==> config.mk <==
export PLATFORM = sky130hd
export DESIGN_NAME = plms_link_select
export DESIGN_NICKNAME = d
export VERILOG_FILES = /design/src/hdl/plms_pkg.sv /design/src/hdl/plms_link_select.sv /design/src/hdl/plms_buffer2.sv
export SDC_FILE = /design/constraint.sdc
export NUM_CORES = 1
export LEC_CHECK = 0
export ABC_AREA = 1
export CAP_MARGIN = 30
export CORE_MARGIN = 2
export CORE_UTILIZATION = 35
export CTS_CLUSTER_SIZE = 30
export DETAILED_ROUTE_END_ITERATION = 10
export DONT_BUFFER_PORTS = 1
export PLACE_DENSITY_LB_ADDON = 0.2
export SLEW_MARGIN = 0
export SYNTH_ARGS = -nofsm -noshare
export SYNTH_HDL_FRONTEND = slang
export SYNTH_SLANG_ARGS = --single-unit
==> constraint.sdc <==
create_clock -name clk -period 2.1 [get_ports clk]
set_clock_uncertainty 0.1 [all_clocks]
set_input_delay 0.21 -clock clk [delete_from_list [all_inputs] [get_ports clk]]
set_output_delay 0.21 -clock clk [all_outputs]
set_load 0.1 [all_outputs]
==> src/hdl/plms_pkg.sv <==
// constants and types of the programmer link mode selector
// assumes a 40 MHz core clock and an external programmer as link master
package plms_pkg;
  localparam int unsigned CLK_HZ          = 40_000_000;
  localparam int unsigned ASYNC_BPS_RESET = 9_600;
  localparam int unsigned ASYNC_BPS_MAX   = 153_600;
  localparam int unsigned SCK_HZ_MIN      = 2_400;
  localparam int unsigned SCK_HZ_MAX      = 2_500_000;
  // bit times in core cycles
  localparam int unsigned BIT_CYC_RESET = CLK_HZ / ASYNC_BPS_RESET;
  localparam int unsigned BIT_CYC_MIN   = CLK_HZ / ASYNC_BPS_MAX;
  // quiet time on the pulse pin that closes the selection phase
  localparam int unsigned SEL_IDLE_US  = 2_000;
  localparam int unsigned SEL_IDLE_CYC = SEL_IDLE_US * (CLK_HZ / 1_000_000);
  // widest counter, sized to hold the default quiet time
  localparam int unsigned CNT_W         = $clog2(SEL_IDLE_CYC + 1);
  // pulse counts, strap wait, idle byte and last bit index
  localparam logic [3:0] PULSE_MAX     = 4'hC;
  localparam logic [3:0] PULSE_SAT     = 4'hD;
  localparam logic [3:0] CNT_ASYNC     = 4'h0;
  localparam logic [3:0] CNT_CLK       = 4'h8;
  localparam logic [3:0] CNT_CLK_HS    = 4'hB;
  localparam logic [1:0] STRAP_WAIT    = 2'h3;
  localparam logic [7:0] IDLE_BYTE     = 8'hFF;
  localparam logic [2:0] LAST_BIT      = 3'h7;
  // synchronised pin vector positions
  localparam int unsigned PIN_PULSE = 0;
  localparam int unsigned PIN_SEL   = 1;
  localparam int unsigned PIN_RX    = 2;
  localparam int unsigned PIN_SCK   = 3;
  localparam int unsigned PIN_SI    = 4;
  localparam int unsigned PIN_N     = 5;

  typedef enum logic [2:0] {
    LNK_NONE, LNK_ASYNC, LNK_CLK, LNK_CLK_HS, LNK_RESERVED
  } plms_link_t;
  typedef enum logic [1:0] {
    PH_STRAP, PH_OFF, PH_COUNT, PH_RUN
  } plms_phase_t;
  typedef enum logic [1:0] {
    RX_IDLE, RX_START, RX_DATA, RX_STOP
  } plms_rx_t;
endpackage

==> src/hdl/plms_link_select.sv <==
// programmer link front end: mode entry, pulse count, serial engines
// assumes all pins are asynchronous to clk; the serial clock is sampled
`timescale 1ns/10ps
module plms_link_select
  import plms_pkg::*;
#(
  parameter int unsigned BitCycReset = BIT_CYC_RESET,
  parameter int unsigned SelIdleCyc  = SEL_IDLE_CYC
) (
  // clock and reset
  input  wire logic       clk,
  input  wire logic       rstn,
  // mode pins
  input  wire logic       modePulsePin,
  input  wire logic       modeSelectPin,
  // async serial port
  input  wire logic       asyncReceivePin,
  output logic            asyncTransmitPin,
  // clocked serial port
  input  wire logic       serialClockPin,
  input  wire logic       clockedSerialIn,
  output logic            clockedSerialOut,
  output logic            clockedSerialOutOe,
  // handshake line
  input  wire logic       handshakeIn,
  output logic            handshakeOut,
  output logic            handshakeOe,
  // status toward command processor
  output logic            progMode,
  output plms_link_t      linkMode,
  output logic            linkValid,
  output logic            rxOverrun,
  // received command bytes
  output logic            cmdValid,
  input  wire logic       cmdReady,
  output logic [7:0]      cmdData,
  // response bytes
  input  wire logic       rspValid,
  output logic            rspReady,
  input  wire logic [7:0] rspData
);
  logic [PIN_N-1:0] pinRaw;
  logic [PIN_N-1:0] pinMeta_ff;
  logic [PIN_N-1:0] pin_ff;
  logic [PIN_N-1:0] pinPrev_ff;
  plms_phase_t      phase_ff;
  plms_link_t       link_ff;
  logic [1:0]       strapCnt_ff;
  logic [3:0]       pulseCnt_ff;
  logic [CNT_W-1:0] idleCnt_ff;
  logic             pulseRise;
  logic             rxFall;
  logic             sckRise;
  logic             sckFall;
  logic             serialStart;
  logic             pushValid;
  logic [7:0]       pushData;
  logic             bufReady;
  logic             isAsync;
  logic             isClk;
  // async engine
  plms_rx_t         rxState_ff;
  logic [CNT_W-1:0] bitCyc_ff;
  logic [CNT_W-1:0] rxCnt_ff;
  logic [2:0]       rxBit_ff;
  logic [7:0]       rxSh_ff;
  logic             calDone_ff;
  logic             rxPush_ff;
  logic [9:0]       txFrame_ff;
  logic [3:0]       txLeft_ff;
  logic [CNT_W-1:0] txCnt_ff;
  // clocked engine
  logic [7:0]       csiIn_ff;
  logic [2:0]       csiBit_ff;
  logic [7:0]       csiOut_ff;
  logic             csiPush_ff;
  logic [7:0]       holdData_ff;
  logic             held_ff;
  logic             soBit_ff;
  logic             unusedHs;

  assign pinRaw = {clockedSerialIn, serialClockPin, asyncReceivePin,
                   modeSelectPin, modePulsePin};

  // two-stage synchroniser per pin
  genvar gi;
  generate
    for (gi = 0; gi < PIN_N; gi++)
    begin : g_sync
      always_ff @(posedge clk or negedge rstn)
      begin
        if (!rstn)
        begin
          pinMeta_ff[gi] <= 1'b0;
          pin_ff[gi]     <= 1'b0;
          pinPrev_ff[gi] <= 1'b0;
        end
        else
        begin
          pinMeta_ff[gi] <= pinRaw[gi];
          pin_ff[gi]     <= pinMeta_ff[gi];
          pinPrev_ff[gi] <= pin_ff[gi];
        end
      end
    end
  endgenerate

  assign pulseRise = pin_ff[PIN_PULSE] && !pinPrev_ff[PIN_PULSE];
  assign rxFall    = !pin_ff[PIN_RX] && pinPrev_ff[PIN_RX];
  assign sckRise   = pin_ff[PIN_SCK] && !pinPrev_ff[PIN_SCK];
  assign sckFall   = !pin_ff[PIN_SCK] && pinPrev_ff[PIN_SCK];
  assign serialStart = rxFall || sckRise || sckFall;
  assign isAsync   = (phase_ff == PH_RUN) && (link_ff == LNK_ASYNC);
  assign isClk     = (phase_ff == PH_RUN) &&
                     ((link_ff == LNK_CLK) || (link_ff == LNK_CLK_HS));
  assign unusedHs  = handshakeIn;

  // entry, pulse counting and mode latch
  always_ff @(posedge clk or negedge rstn)
  begin
    if (!rstn)
    begin
      phase_ff    <= PH_STRAP;
      link_ff     <= LNK_NONE;
      strapCnt_ff <= 2'h0;
      pulseCnt_ff <= 4'h0;
      idleCnt_ff  <= '0;
    end
    else
    begin
      case (phase_ff)
        PH_STRAP:
        begin
          strapCnt_ff <= strapCnt_ff + 2'h1;
          if (strapCnt_ff == STRAP_WAIT)
          begin
            if (pin_ff[PIN_PULSE] && !pin_ff[PIN_SEL])
              phase_ff <= PH_COUNT;
            else
              phase_ff <= PH_OFF;
          end
        end
        PH_COUNT:
        begin
          if (pulseRise)
          begin
            idleCnt_ff <= '0;
            if (pulseCnt_ff != PULSE_SAT)
              pulseCnt_ff <= pulseCnt_ff + 4'h1;
          end
          else if (idleCnt_ff != SelIdleCyc[CNT_W-1:0])
            idleCnt_ff <= idleCnt_ff + 1'b1;
          if (serialStart ||
              (idleCnt_ff == SelIdleCyc[CNT_W-1:0]))
          begin
            phase_ff <= PH_RUN;
            if (pulseCnt_ff > PULSE_MAX)
              link_ff <= LNK_RESERVED;
            else if (pulseCnt_ff == CNT_ASYNC)
              link_ff <= LNK_ASYNC;
            else if (pulseCnt_ff == CNT_CLK)
              link_ff <= LNK_CLK;
            else if (pulseCnt_ff == CNT_CLK_HS)
              link_ff <= LNK_CLK_HS;
            else
              link_ff <= LNK_RESERVED;
          end
        end
        default:
          phase_ff <= phase_ff;
      endcase
    end
  end

  // async receiver with bit time learnt from first frame
  always_ff @(posedge clk or negedge rstn)
  begin
    if (!rstn)
    begin
      rxState_ff <= RX_IDLE;
      bitCyc_ff  <= BitCycReset[CNT_W-1:0];
      rxCnt_ff   <= '0;
      rxBit_ff   <= 3'h0;
      rxSh_ff    <= 8'h00;
      calDone_ff <= 1'b0;
      rxPush_ff  <= 1'b0;
    end
    else
    begin
      rxPush_ff <= 1'b0;
      case (rxState_ff)
        RX_IDLE:
          // a fall that closes selection also starts the first frame
          if (rxFall && (isAsync || (phase_ff == PH_COUNT &&
                                     pulseCnt_ff == CNT_ASYNC)))
          begin
            rxState_ff <= RX_START;
            rxCnt_ff   <= calDone_ff ? (bitCyc_ff >> 1) : '0;
          end
        RX_START:
          if (!calDone_ff)
          begin
            rxCnt_ff <= rxCnt_ff + 1'b1;
            if (pin_ff[PIN_RX])
            begin
              if (rxCnt_ff < BIT_CYC_MIN[CNT_W-1:0])
                bitCyc_ff <= BIT_CYC_MIN[CNT_W-1:0];
              else
                bitCyc_ff <= rxCnt_ff;
              calDone_ff <= 1'b1;
              rxCnt_ff   <= rxCnt_ff >> 1;
              rxBit_ff   <= 3'h0;
              rxState_ff <= RX_DATA;
            end
          end
          else if (rxCnt_ff == '0)
          begin
            rxCnt_ff   <= bitCyc_ff - 1'b1;
            rxBit_ff   <= 3'h0;
            rxState_ff <= pin_ff[PIN_RX] ? RX_IDLE : RX_DATA;
          end
          else
            rxCnt_ff <= rxCnt_ff - 1'b1;
        RX_DATA:
          if (rxCnt_ff == '0)
          begin
            rxSh_ff  <= {pin_ff[PIN_RX], rxSh_ff[7:1]};
            rxCnt_ff <= bitCyc_ff - 1'b1;
            rxBit_ff <= rxBit_ff + 3'h1;
            if (rxBit_ff == LAST_BIT)
              rxState_ff <= RX_STOP;
          end
          else
            rxCnt_ff <= rxCnt_ff - 1'b1;
        RX_STOP:
          if (rxCnt_ff == '0)
          begin
            rxPush_ff  <= pin_ff[PIN_RX];
            rxState_ff <= RX_IDLE;
          end
          else
            rxCnt_ff <= rxCnt_ff - 1'b1;
        default:
          rxState_ff <= RX_IDLE;
      endcase
    end
  end

  // async transmitter, 10-bit frame shifted LSB first
  always_ff @(posedge clk or negedge rstn)
  begin
    if (!rstn)
    begin
      txFrame_ff <= 10'h3FF;
      txLeft_ff  <= 4'h0;
      txCnt_ff   <= '0;
    end
    else if (txLeft_ff == 4'h0)
    begin
      if (isAsync && rspValid)
      begin
        txFrame_ff <= {1'b1, rspData, 1'b0};
        txLeft_ff  <= 4'hA;
        txCnt_ff   <= bitCyc_ff - 1'b1;
      end
    end
    else if (txCnt_ff == '0)
    begin
      txFrame_ff <= {1'b1, txFrame_ff[9:1]};
      txLeft_ff  <= txLeft_ff - 4'h1;
      txCnt_ff   <= bitCyc_ff - 1'b1;
    end
    else
      txCnt_ff <= txCnt_ff - 1'b1;
  end

  // clocked slave engine, MSB first
  always_ff @(posedge clk or negedge rstn)
  begin
    if (!rstn)
    begin
      csiIn_ff    <= 8'h00;
      csiBit_ff   <= 3'h0;
      csiOut_ff   <= IDLE_BYTE;
      csiPush_ff  <= 1'b0;
      soBit_ff    <= 1'b1;
      holdData_ff <= 8'h00;
      held_ff     <= 1'b0;
    end
    else
    begin
      csiPush_ff <= 1'b0;
      if (isClk && sckRise)
      begin
        csiIn_ff  <= {csiIn_ff[6:0], pin_ff[PIN_SI]};
        csiBit_ff <= csiBit_ff + 3'h1;
        if (csiBit_ff == LAST_BIT)
        begin
          csiPush_ff <= 1'b1;
          csiOut_ff  <= held_ff ? holdData_ff : IDLE_BYTE;
        end
      end
      else if (isClk && sckFall)
      begin
        soBit_ff  <= csiOut_ff[7];
        csiOut_ff <= {csiOut_ff[6:0], 1'b1};
      end
      if (isClk && rspValid && !held_ff)
      begin
        holdData_ff <= rspData;
        held_ff     <= 1'b1;
      end
      else if (isClk && sckRise && csiBit_ff == LAST_BIT)
        held_ff <= 1'b0;
    end
  end

  // bytes that find the buffer full are dropped and flagged
  always_ff @(posedge clk or negedge rstn)
  begin
    if (!rstn)
      rxOverrun <= 1'b0;
    else if (pushValid && !bufReady)
      rxOverrun <= 1'b1;
  end

  assign pushValid = rxPush_ff || csiPush_ff;
  assign pushData  = rxPush_ff ? rxSh_ff[7:0] : csiIn_ff;

  plms_buffer2 #(
    .W (8)
  ) u_cmd_buf (
    .clk      (clk),
    .rstn     (rstn),
    .inValid  (pushValid),
    .inReady  (bufReady),
    .inData   (pushData),
    .outValid (cmdValid),
    .outReady (cmdReady),
    .outData  (cmdData)
  );

  assign rspReady = isAsync ? (txLeft_ff == 4'h0) : (isClk && !held_ff);
  assign asyncTransmitPin   = txFrame_ff[0];
  assign clockedSerialOut   = soBit_ff;
  assign clockedSerialOutOe = isClk;
  assign handshakeOe  = isClk && (link_ff == LNK_CLK_HS) && !unusedHs;
  assign handshakeOut = bufReady && !held_ff;
  assign progMode  = (phase_ff == PH_COUNT) || (phase_ff == PH_RUN);
  assign linkMode  = link_ff;
  assign linkValid = (phase_ff == PH_RUN);
endmodule

==> src/hdl/plms_buffer2.sv <==
// two-entry word buffer with valid/ready on both sides
// assumes one clock domain, asynchronous active-low reset
`timescale 1ns/10ps
module plms_buffer2 #(
  parameter int unsigned W = 8
) (
  // clock and reset
  input  wire logic         clk,
  input  wire logic         rstn,
  // fill side
  input  wire logic         inValid,
  output logic              inReady,
  input  wire logic [W-1:0] inData,
  // drain side
  output logic              outValid,
  input  wire logic         outReady,
  output logic [W-1:0]      outData
);
  logic [W-1:0] mem_ff [2];
  logic         wrPtr_ff;
  logic         rdPtr_ff;
  logic [1:0]   count_ff;
  logic         push;
  logic         pop;

  assign inReady  = (count_ff != 2'h2);
  assign outValid = (count_ff != 2'h0);
  assign outData  = mem_ff[rdPtr_ff];
  assign push     = inValid && inReady;
  assign pop      = outValid && outReady;

  always_ff @(posedge clk or negedge rstn)
  begin
    if (!rstn)
    begin
      mem_ff[0] <= '0;
      mem_ff[1] <= '0;
    end
    else if (push)
      mem_ff[wrPtr_ff] <= inData;
  end

  always_ff @(posedge clk or negedge rstn)
  begin
    if (!rstn)
    begin
      wrPtr_ff <= 1'b0;
      rdPtr_ff <= 1'b0;
      count_ff <= 2'h0;
    end
    else
    begin
      if (push)
        wrPtr_ff <= ~wrPtr_ff;
      if (pop)
        rdPtr_ff <= ~rdPtr_ff;
      if (push && !pop)
        count_ff <= count_ff + 2'h1;
      else if (pop && !push)
        count_ff <= count_ff - 2'h1;
    end
  end
endmodule

==> results of run 1 <==
-- report_power, final --
part	internal [mW]	leakage, nW	switching [mW]
sequential	3.80	2.13	0.488
combinational	2.00	3.62	3.85
clock	1.58	0.270	1.44
total	7.38	6.03	5.78
-- synth_stat cells, types with 3 or more instances --
| master | number |
|---|---|
| o21ai_1 | 13 |
| nand4_1 | 19 |
| inv_2 | 3 |
| nor4_1 | 6 |
| a21oi_1 | 25 |
| ha_1 | 17 |
| o221ai_1 | 7 |
| clkbuf_1 | 17 |
| o21ai_0 | 133 |
| nor2_1 | 141 |
| xnor2_1 | 5 |
| dfrtp_1 | 149 |
| inv_1 | 185 |
| o31ai_1 | 6 |
| buf_4 | 3 |
| nand2_2 | 5 |
| nor2_4 | 5 |
| o22ai_1 | 10 |
| and2_1 | 4 |
| nand2_1 | 446 |
| buf_2 | 21 |
| buf_6 | 7 |
| mux2_2 | 9 |
| nand3_1 | 126 |
| nor3_1 | 10 |
| xor2_1 | 34 |
| nor2_2 | 9 |
| dfstp_2 | 22 |
-- cell families after synthesis --
group / count (synthesis) / share of synthesized area
AOI/OAI and AO/OA: 207 / 0.109
xor gates and xnor gates: 39 / 0.0328
buffers and inverters: 238 / 0.0945
DFF: 171 / 0.414
muxes: 9 / 0.00974
and+or+nand+nor: 781 / 0.319
adders and majority gates: 17 / 0.0204
-- timing repair --
action | 4_1_cts | 5_1_grt
endpoints found under the setup margin | 12 | 46
setup buffers | 4 | 13
cloned | 0 | 3
gates resized for setup | 7 | 50
pin swaps | 2 | 10
endpoints found under the hold margin | 194 | 171
-- state kept, by name, indices dropped and copies added, names as in the netlist, 2 cells and up, named ones only --
register	cells
bitCyc_ff	17
csiBit_ff	3
csiIn_ff	8
csiOut_ff	8
holdData_ff	8
idleCnt_ff	17
linkMode	3
phase_ff	2
pinMeta_ff	5
pinPrev_ff	3
pin_ff	5
pulseCnt_ff	4
rxBit_ff	3
rxCnt_ff	17
rxSh_ff	8
strapCnt_ff	2
txCnt_ff	17
txFrame_ff	9
txLeft_ff	4
u_cmd_buf.count_ff	2
u_cmd_buf.mem_ff	16
-- worst max-delay path, cell delays in order (launching register included) --
cell and delay, ns:
dfrtp_1 0.39, inv_2 0.07, ha_4 0.13, inv_2 0.04, nor2_4 0.11, inv_2 0.06
nor2_4 0.13, inv_6 0.05, o22ai_4 0.14, buf_12 0.20
-- how the worst min path moves through the flow --
stage,from,to,slack (ns),cells after the start
after floorplan,rstn,asynchronous set/reset pin,-0.19,0
after global placement,rstn,u_cmd_buf.mem_ff[2],-0.18,0
after detailed placement,rstn,u_cmd_buf.mem_ff[10],-0.18,0
after CTS,rstn,u_cmd_buf.mem_ff[2],-0.65,0
after global routing,rstn,u_cmd_buf.mem_ff[11],-0.66,0
final,rstn,u_cmd_buf.mem_ff[11],-0.64,0
-- layer usage --
metal | wire length [um] | global-route usage | part of all wire | vias to the layer above
li1 | - | - | - | 4860
met1 | 13100 | 0.248 | 0.48 | 4401
met2 | 12800 | 0.299 | 0.47 | 192
met3 | 1140 | 0.0293 | 0.041 | 39
met4 | 486 | 0.0634 | 0.018 | 0
met5 | 0 | 0 | 0 | -
-- cell usage in the layout, fill, tap and decap left out, types with 3 or more instances in the layout --
cell type and instances:
inv_6 6, clkinvlp_4 9, nand3_1 122, dlygate4sd3_1 15, nor2_4 10, a21oi_1 25
o21ai_2 10, nand2_1 435, inv_1 171, nand4_1 19, dfrtp_1 145, mux2_2 9
o221ai_2 6, nor3_1 9, nor2_2 15, ha_1 14, o22ai_1 9, nor4_1 6
xor2_1 33, nor2_1 130, buf_12 4, o21ai_0 120, dfrtp_2 4, buf_4 90
xnor2_1 5, inv_2 11, nand3_4 5, nand2_2 14, clkinv_2 3, o31ai_1 6
and2_1 4, o21ai_1 17, dfstp_2 22, clkbuf_16 17, inv_8 3
-- per-stage QoR --
stage	instance area, um^2	total power [mW]	hold WS, ns	utilization
3_5_place_dp	11400	9.95	-0.179	0.388
4_1_cts	12200	13.1	-0.654	0.414
3_3_place_gp	11400	9.92	-0.180	0.388
2_1_floorplan	10600	8.37	-0.186	-
6_report	12400	13.2	-0.636	0.422
5_1_grt	12400	14.2	-0.660	0.422
-- final cells by class --
cell class / count / area (um^2)
timing repair inverter: 3 / 22.5
sequential: 171 / 4310
tap: 390 / 488
fill: 3048 / 17000
clock inverter: 13 / 108
inverter: 190 / 741
timing repair buffer: 112 / 943
multi-input combinational: 1053 / 5390
clock buffer: 19 / 443
==> impl_metrics.toml, run 1 <==
[floorplan]
die-area_um2 = 31100
coreArea_um2 = 29500
die_height_um = 176
rows = 63
io_pins = 39
initial_core_util = 0.353
die_x_um = 176

[synth]
synth_area_um2 = 10400
netlist.area_leader.share = 0.358
synthTopCellsByArea = "dfrtp_1, nand2_1, inv_1"
syn_nets = 1497
synthCells = 1462
synth-seq-area-share = 0.414
synth_cell_types = 45
synth_edf_count = 0
synth_seq_cells = 171
syn_avg_cell_area_um2 = 7.12
postSynth.asyncResetShare = 1.00
yosys.area.top_type = "dfrtp_1"
ys_warn_count = 0
ys.flop_type = "dfrtp_1"

[timing]
period_share = 0.983
timing.setup.tns_ns = 0
setup_viol = 0
hold_viol_final = 171
min_period_ns = 2.07
holdWs_ns = -0.636
relSlewSlack = 0.627
rsz0062_at_grt = "true"
clock.fmax_mhz = 484
worst_slack_ns = 0.0349
tightest_slew_ns = 0.558
slew_viol_final = 0

[cts]
path_clk_slew_ns = 0.07
cts_tree = "done"
clk_latency_ns = 0.44
htree_levels = 4
clock-root-buffer = "clkbuf_16"
clk_path_buf_depth = 2
cts_inserted_buffers = 17
cts.sinks = 171
postCtsHoldBufs = 15

[power_and_ir_drop]
leakagePower_nw = 6.03
powerDensity_nw_per_um2 = 1060
vdd_drop_max_mv = 0.592

[routing]
viasPerCell = 4.87
post_drt_wl_per_cell_um = 14.1
postRouteAntennaNets = 0
vias = 9492
route.detailed.drc = 0
drt_iter0_drc = 696
drt-pass1-iter-count = 5
wl_um = 27600

[status]
status = "complete, but fails checks"
violations = "negative hold slack"

[global_routing]
grt_pass1_vias = 9028
grt_start_max_net_pins = 172
grt_pass1_wl_um = 45800
antenna_found_initial = 0
grt_util_all_layers = 0.184
overflow = 0

[placed_design]
placed_cells_incl_taps = 1884
place_ws_ns = -0.00117
place_congestion = 0.882
dp_hpwl_um = 19600
portBuffers = 0

[worst_setup_path]
crit_path_max_fanout = 2
reg2reg_slack_ns = 0.11
critPathKind = "flop to primary output"
required_ns = 1.79
regToRegEndpoint = "rxCnt_ff[7]"
r2r_start = "pulseCnt_ff[0]"
worstSetupEndpointType = "primary output"
start_kind = "flop"
cp-endpoint = "rspReady"
arrival_ns = 1.76
r2r_cells = 12
crit_start = "txLeft_ff[1]"

[layout]
area_growth_pct = 19.6
antennaDiodeCount = 0
nets = 1583
fin_cells = 1951
drive_above_1_share = 0.168

[job]
maxCapViolations = 0

[hold_path]
hp-class = "input pin to asynchronous set/reset pin"
(Power assumes the default switching activity.)
==> inputs of run 2 (changes only) <==
==> constraint.sdc (replaced) <==
create_clock -name clk -period 1.7 [get_ports clk]
set_clock_uncertainty 0.1 [all_clocks]
set_input_delay 0.17 -clock clk [delete_from_list [all_inputs] [get_ports clk]]
set_output_delay 0.17 -clock clk [all_outputs]
set_load 0.1 [all_outputs]
==> impl_metrics.toml, run 2 (synthesized netlist as in run 1, its figures left out) <==
[global_routing]
grt_pass1_vias = 10641
grt_pass1_wl_um = 51800
antenna_found_initial = 0
grt_util_all_layers = 0.207
grt_start_max_net_pins = 172
overflow = 0

[routing]
route.detailed.drc = 0
wl_um = 32400
post_drt_wl_per_cell_um = 14.8
met3WireLength_um = 1070
highest_layer = "met4"
wl_met1_um = 14200
drt_iter0_drc = 674
met2_length_um = 16400
drt-pass1-iter-count = 8
vias = 10604
postRouteAntennaNets = 0
viasPerCell = 4.86

[cts]
clock-root-buffer = "clkbuf_16"
cts.sinks = 171
cts_inserted_buffers = 17
htree_levels = 4
postCtsHoldBufs = 15
cts_tree = "done"
clk_latency_ns = 0.44
clk_path_buf_depth = 2
path_clk_slew_ns = 0.07

[layout]
area_growth_pct = 54.6
antennaDiodeCount = 0
nets = 1812
fill_cells = 2661
mostFrequentLayoutCells = "nand2_1, buf_4, inv_1"
layout_commonest_cell = "nand2_1"
drive_above_1_share = 0.401

[floorplan]
die_x_um = 176
die_height_um = 176
io_pins = 39
initial_core_util = 0.353
rows = 63
die-area_um2 = 31100
coreArea_um2 = 29500

[worst_setup_path]
crit_start = "txLeft_ff[1]"
worst_path_max_delay_cell = "dfrtp_1"
start_kind = "flop"
worstSetupEndpointType = "primary output"
r2r_start = "txLeft_ff[1]"
worst_path_most_repeated_cell = "inv_2"
crit_path_max_fanout = 2
cpPeakStageDelay_ns = 0.39
arrival_ns = 1.87
path_cells = "inv_2, ha_4, inv_4, nor2_4, inv_2, nor2_1, buf_4, clkinvlp_4, o22ai_4, buf_12"
required_ns = 1.43
critPathKind = "flop to primary output"

[placed_design]
dp_hpwl_um = 21500
place_ws_ns = -0.311
place_congestion = 0.912
portBuffers = 0

[timing]
tightest_slew_ns = 0.511
relSlewSlack = 0.656
hold_viol_final = 171
slew_viol_final = 0
worst_slack_ns = -0.441
min_period_ns = 2.14
rsz0062_at_grt = "true"
setup_viol = 80
clock.fmax_mhz = 467
holdWs_ns = -0.673
period_share = 1.26
timing.setup.tns_ns = -16.60

[power_and_ir_drop]
vdd_drop_max_mv = 0.795
leakagePower_nw = 7.72
powerDensity_nw_per_um2 = 1340

[status]
violations = "negative hold slack, negative setup slack"
status = "complete, but fails checks"

[hold_path]
hp-class = "input pin to asynchronous set/reset pin"

[job]
maxCapViolations = 0
-- run 2: cell types whose count changed in the layout (fill, tap and decap cells not counted), moves of 22 or more --
cell / delta
buf_6: +36
nand2_1: -74
buf_12: +22
buf_4: +161
nand3_1: -41
o21ai_0: -44
o21ai_1: +22
nor2_1: -35
nand3_2: +41
nor2_4: +26
nand2_2: +50
-- run 2: path summary, 6_finish.rpt --
path,endpoint,slack (ns),depth (start not counted)
min in group clk,pinMeta_ff[2],0.19,1
worst max-delay path,rspReady,-0.44,10
worst min register to register,pin_ff[0],0.26,0
max in group asynchronous,txFrame_ff[6],1.92,0
worst min-delay path,u_cmd_buf.mem_ff[10],-0.67,0
worst max register to register,txCnt_ff[7],-0.36,16
-- run 2: area by class of cell --
cell class              count  area, um^2  area share
well taps                 390         488      0.0303
multi-input cells        1055        6600       0.411
inverters                 190         774      0.0482
repair inverters            2        25.0     0.00156
flip-flops and latches    171        4320       0.268
clock inverters            15         233      0.0145
clock buffers              17         425      0.0265
repair buffers            340        3220       0.200
-- run 2: power breakdown --
group	internal [mW]	leakage, nW	switching (mW)
logic	5.21	5.28	6.66
registers	4.71	2.13	0.512
clock network	2.64	0.313	1.80
-- run 2: routing by layer --
metal | vias to the layer above | track usage
met1 | 5053 | 0.264
met2 | 204 | 0.365
met4 | 0 | 0.0630
met3 | 43 | 0.0265
li1 | 5304 | -
met5 | - | 0
-- run 2: critical path: cells and delay by family, from the launching register on --
kind	cells	cell delay, ns
and+or+nand+nor	2	0.17
buffers and inverters	6	0.59
adders and majority gates	1	0.14
AOI/OAI and AO/OA	1	0.16
DFF	1	0.39
-- run 2: timing repair --
item,4_1_cts,5_1_grt
setup buffers,45,29
hold endpoints to repair,194,171
gates cloned,9,5
setup endpoints to repair,95,134
gates resized for setup,239,228
pin swaps,54,83
-- run 2: metrics by stage --
step / hold WS (ns) / utilization / std cells / cell area (um^2) / total power [mW]
finish: -0.673 / 0.546 / 2180 / 16100 / 21.5
global route: -0.696 / 0.546 / 2180 / 16100 / 22.9
CTS: -0.692 / 0.515 / 2156 / 15200 / 20.6
detailed placement: -0.221 / 0.442 / 2058 / 13000 / 14.1
global placement: -0.221 / 0.442 / 2058 / 13000 / 13.9
floorplan: -0.226 / - / 1462 / 10700 / 10.4
==> inputs of run 3 (changes only) <==
==> constraint.sdc (replaced) <==
create_clock -name clk -period 1.7 [get_ports clk]
set_clock_uncertainty 0.1 [all_clocks]
set_input_delay 0.17 -clock clk [delete_from_list [all_inputs] [get_ports clk]]
set_output_delay 0.17 -clock clk [all_outputs]
set_load 0.05 [all_outputs]
==> impl_metrics.toml, run 3 (synthesized netlist as in run 1, its figures left out) <==
[cts]
cts.sinks = 171
clk_path_buf_depth = 2
cts_inserted_buffers = 17
htree_levels = 4
clk_latency_ns = 0.44
path_clk_slew_ns = 0.07
postCtsHoldBufs = 15
cts_tree = "done"
clock-root-buffer = "clkbuf_16"

[timing]
holdWs_ns = -0.671
min_period_ns = 2.07
rsz0062_at_grt = "true"
hold_viol_final = 171
tightest_slew_ns = 0.474
setup_viol = 101
slew_viol_final = 0
timing.setup.tns_ns = -15.04
clock.fmax_mhz = 482
worst_slack_ns = -0.374
relSlewSlack = 0.683
period_share = 1.22

[worst_setup_path]
worstSetupEndpointType = "primary output"
critPathKind = "flop to primary output"
crit_path_max_fanout = 2
required_ns = 1.43
arrival_ns = 1.80
start_kind = "flop"

[job]
maxCapViolations = 0

[floorplan]
coreArea_um2 = 29500
die-area_um2 = 31100
initial_core_util = 0.353
io_pins = 39
die_height_um = 176
rows = 63
die_x_um = 176

[global_routing]
grt_pass1_wl_um = 49400
overflow = 0
grt_pass1_vias = 9989
grt_start_max_net_pins = 172
antenna_found_initial = 0
grt_util_all_layers = 0.197

[layout]
area_growth_pct = 52.3
stdcell_area_um2 = 15800
layout_commonest_cell = "nand2_1"
drive_above_1_share = 0.407
nets = 1788
fill_cells = 2718
antennaDiodeCount = 0
mostFrequentLayoutCells = "nand2_1, buf_4, inv_1"

[power_and_ir_drop]
powerDensity_nw_per_um2 = 1290
power.total_mw = 20.5
vdd_drop_max_mv = 0.619
leakagePower_nw = 7.63

[status]
status = "complete, but fails checks"
violations = "negative hold slack, negative setup slack"

[routing]
route.detailed.drc = 0
viasPerCell = 4.89
post_drt_wl_per_cell_um = 15.0
drt-pass1-iter-count = 5
drt_iter0_drc = 719
postRouteAntennaNets = 0
vias = 10535
wl_um = 32400

[placed_design]
dp_hpwl_um = 21300
placed_cell_area_um2 = 12700
place_congestion = 0.858
portBuffers = 0
place_ws_ns = -0.354

[hold_path]
hp-class = "input pin to asynchronous set/reset pin"
[run 3: cell types whose count changed in the layout (fill, tap and decap cells not counted), moves of 12 or more]
| cell | previous run | this run |
|---|---|---|
| o21ai_1 | 39 | 51 |
| buf_4 | 251 | 230 |
| nand2_1 | 361 | 343 |
| nand2_2 | 64 | 76 |
| nand2_4 | 18 | 30 |
[run 3: cell type report]
class	instances	area, um^2	share of cell area
Multi-Input combinational cell	1057	6750	0.426
Sequential cell	171	4310	0.272
Timing Repair Buffer	314	2910	0.184
Inverter	190	761	0.0480
Tap cell	390	488	0.0308
Clock buffer	20	457	0.0288
Clock inverter	12	138	0.00869
Timing Repair inverter	2	31.3	0.00197
[run 3: layer usage]
layer  GRT usage  share of wire
met1       0.259           0.44
met2       0.341           0.51
met3      0.0245          0.032
met4      0.0561          0.021
met5           0              0
[run 3: critical path: stages, from the launching register on]
cell	delay, ns
dfrtp_1	0.39
inv_2	0.07
ha_4	0.14
inv_4	0.03
nor2_4	0.08
inv_2	0.06
nor2_4	0.11
inv_4	0.06
buf_12	0.12
o22ai_4	0.15
buf_12	0.16
[run 3: path summary, 6_finish.rpt]
check	cells after the start	slack, ns	from	end
setup / recovery	10	-0.37	txLeft_ff[1]	rspReady
hold / removal	0	-0.67	rstn	u_cmd_buf.mem_ff[13]
setup reg to reg	15	-0.29	rxCnt_ff[0]	rxCnt_ff[14]
hold reg to reg	0	0.25	pinMeta_ff[1]	pin_ff[1]
max in group asynchronous	0	1.86	rstn	csiOut_ff[3]
min in group clk	1	0.19	modePulsePin	pinMeta_ff[0]
[run 3: power breakdown]
group / leakage, nW / total (mW) / switching (mW) / internal (mW)
Clock: 0.287 / 3.98 / 1.72 / 2.26
Combinational: 5.21 / 11.3 / 6.33 / 4.93
Sequential: 2.13 / 5.23 / 0.521 / 4.71
Total: 7.63 / 20.5 / 8.57 / 11.9
[run 3: what timing repair did]
item,CTS,global route
endpoints found under the hold margin,194,171
gates cloned,0,16
gates resized for setup,79,440
pin swaps,20,96
setup endpoints to repair,111,130
setup buffers,16,38
[run 3: per-stage QoR]
step / cells / util
after floorplan: 1462 / -
after CTS: 2105 / 0.469
after detailed placement: 2042 / 0.430
after global routing: 2156 / 0.537
final: 2156 / 0.537
after global placement: 2042 / 0.430
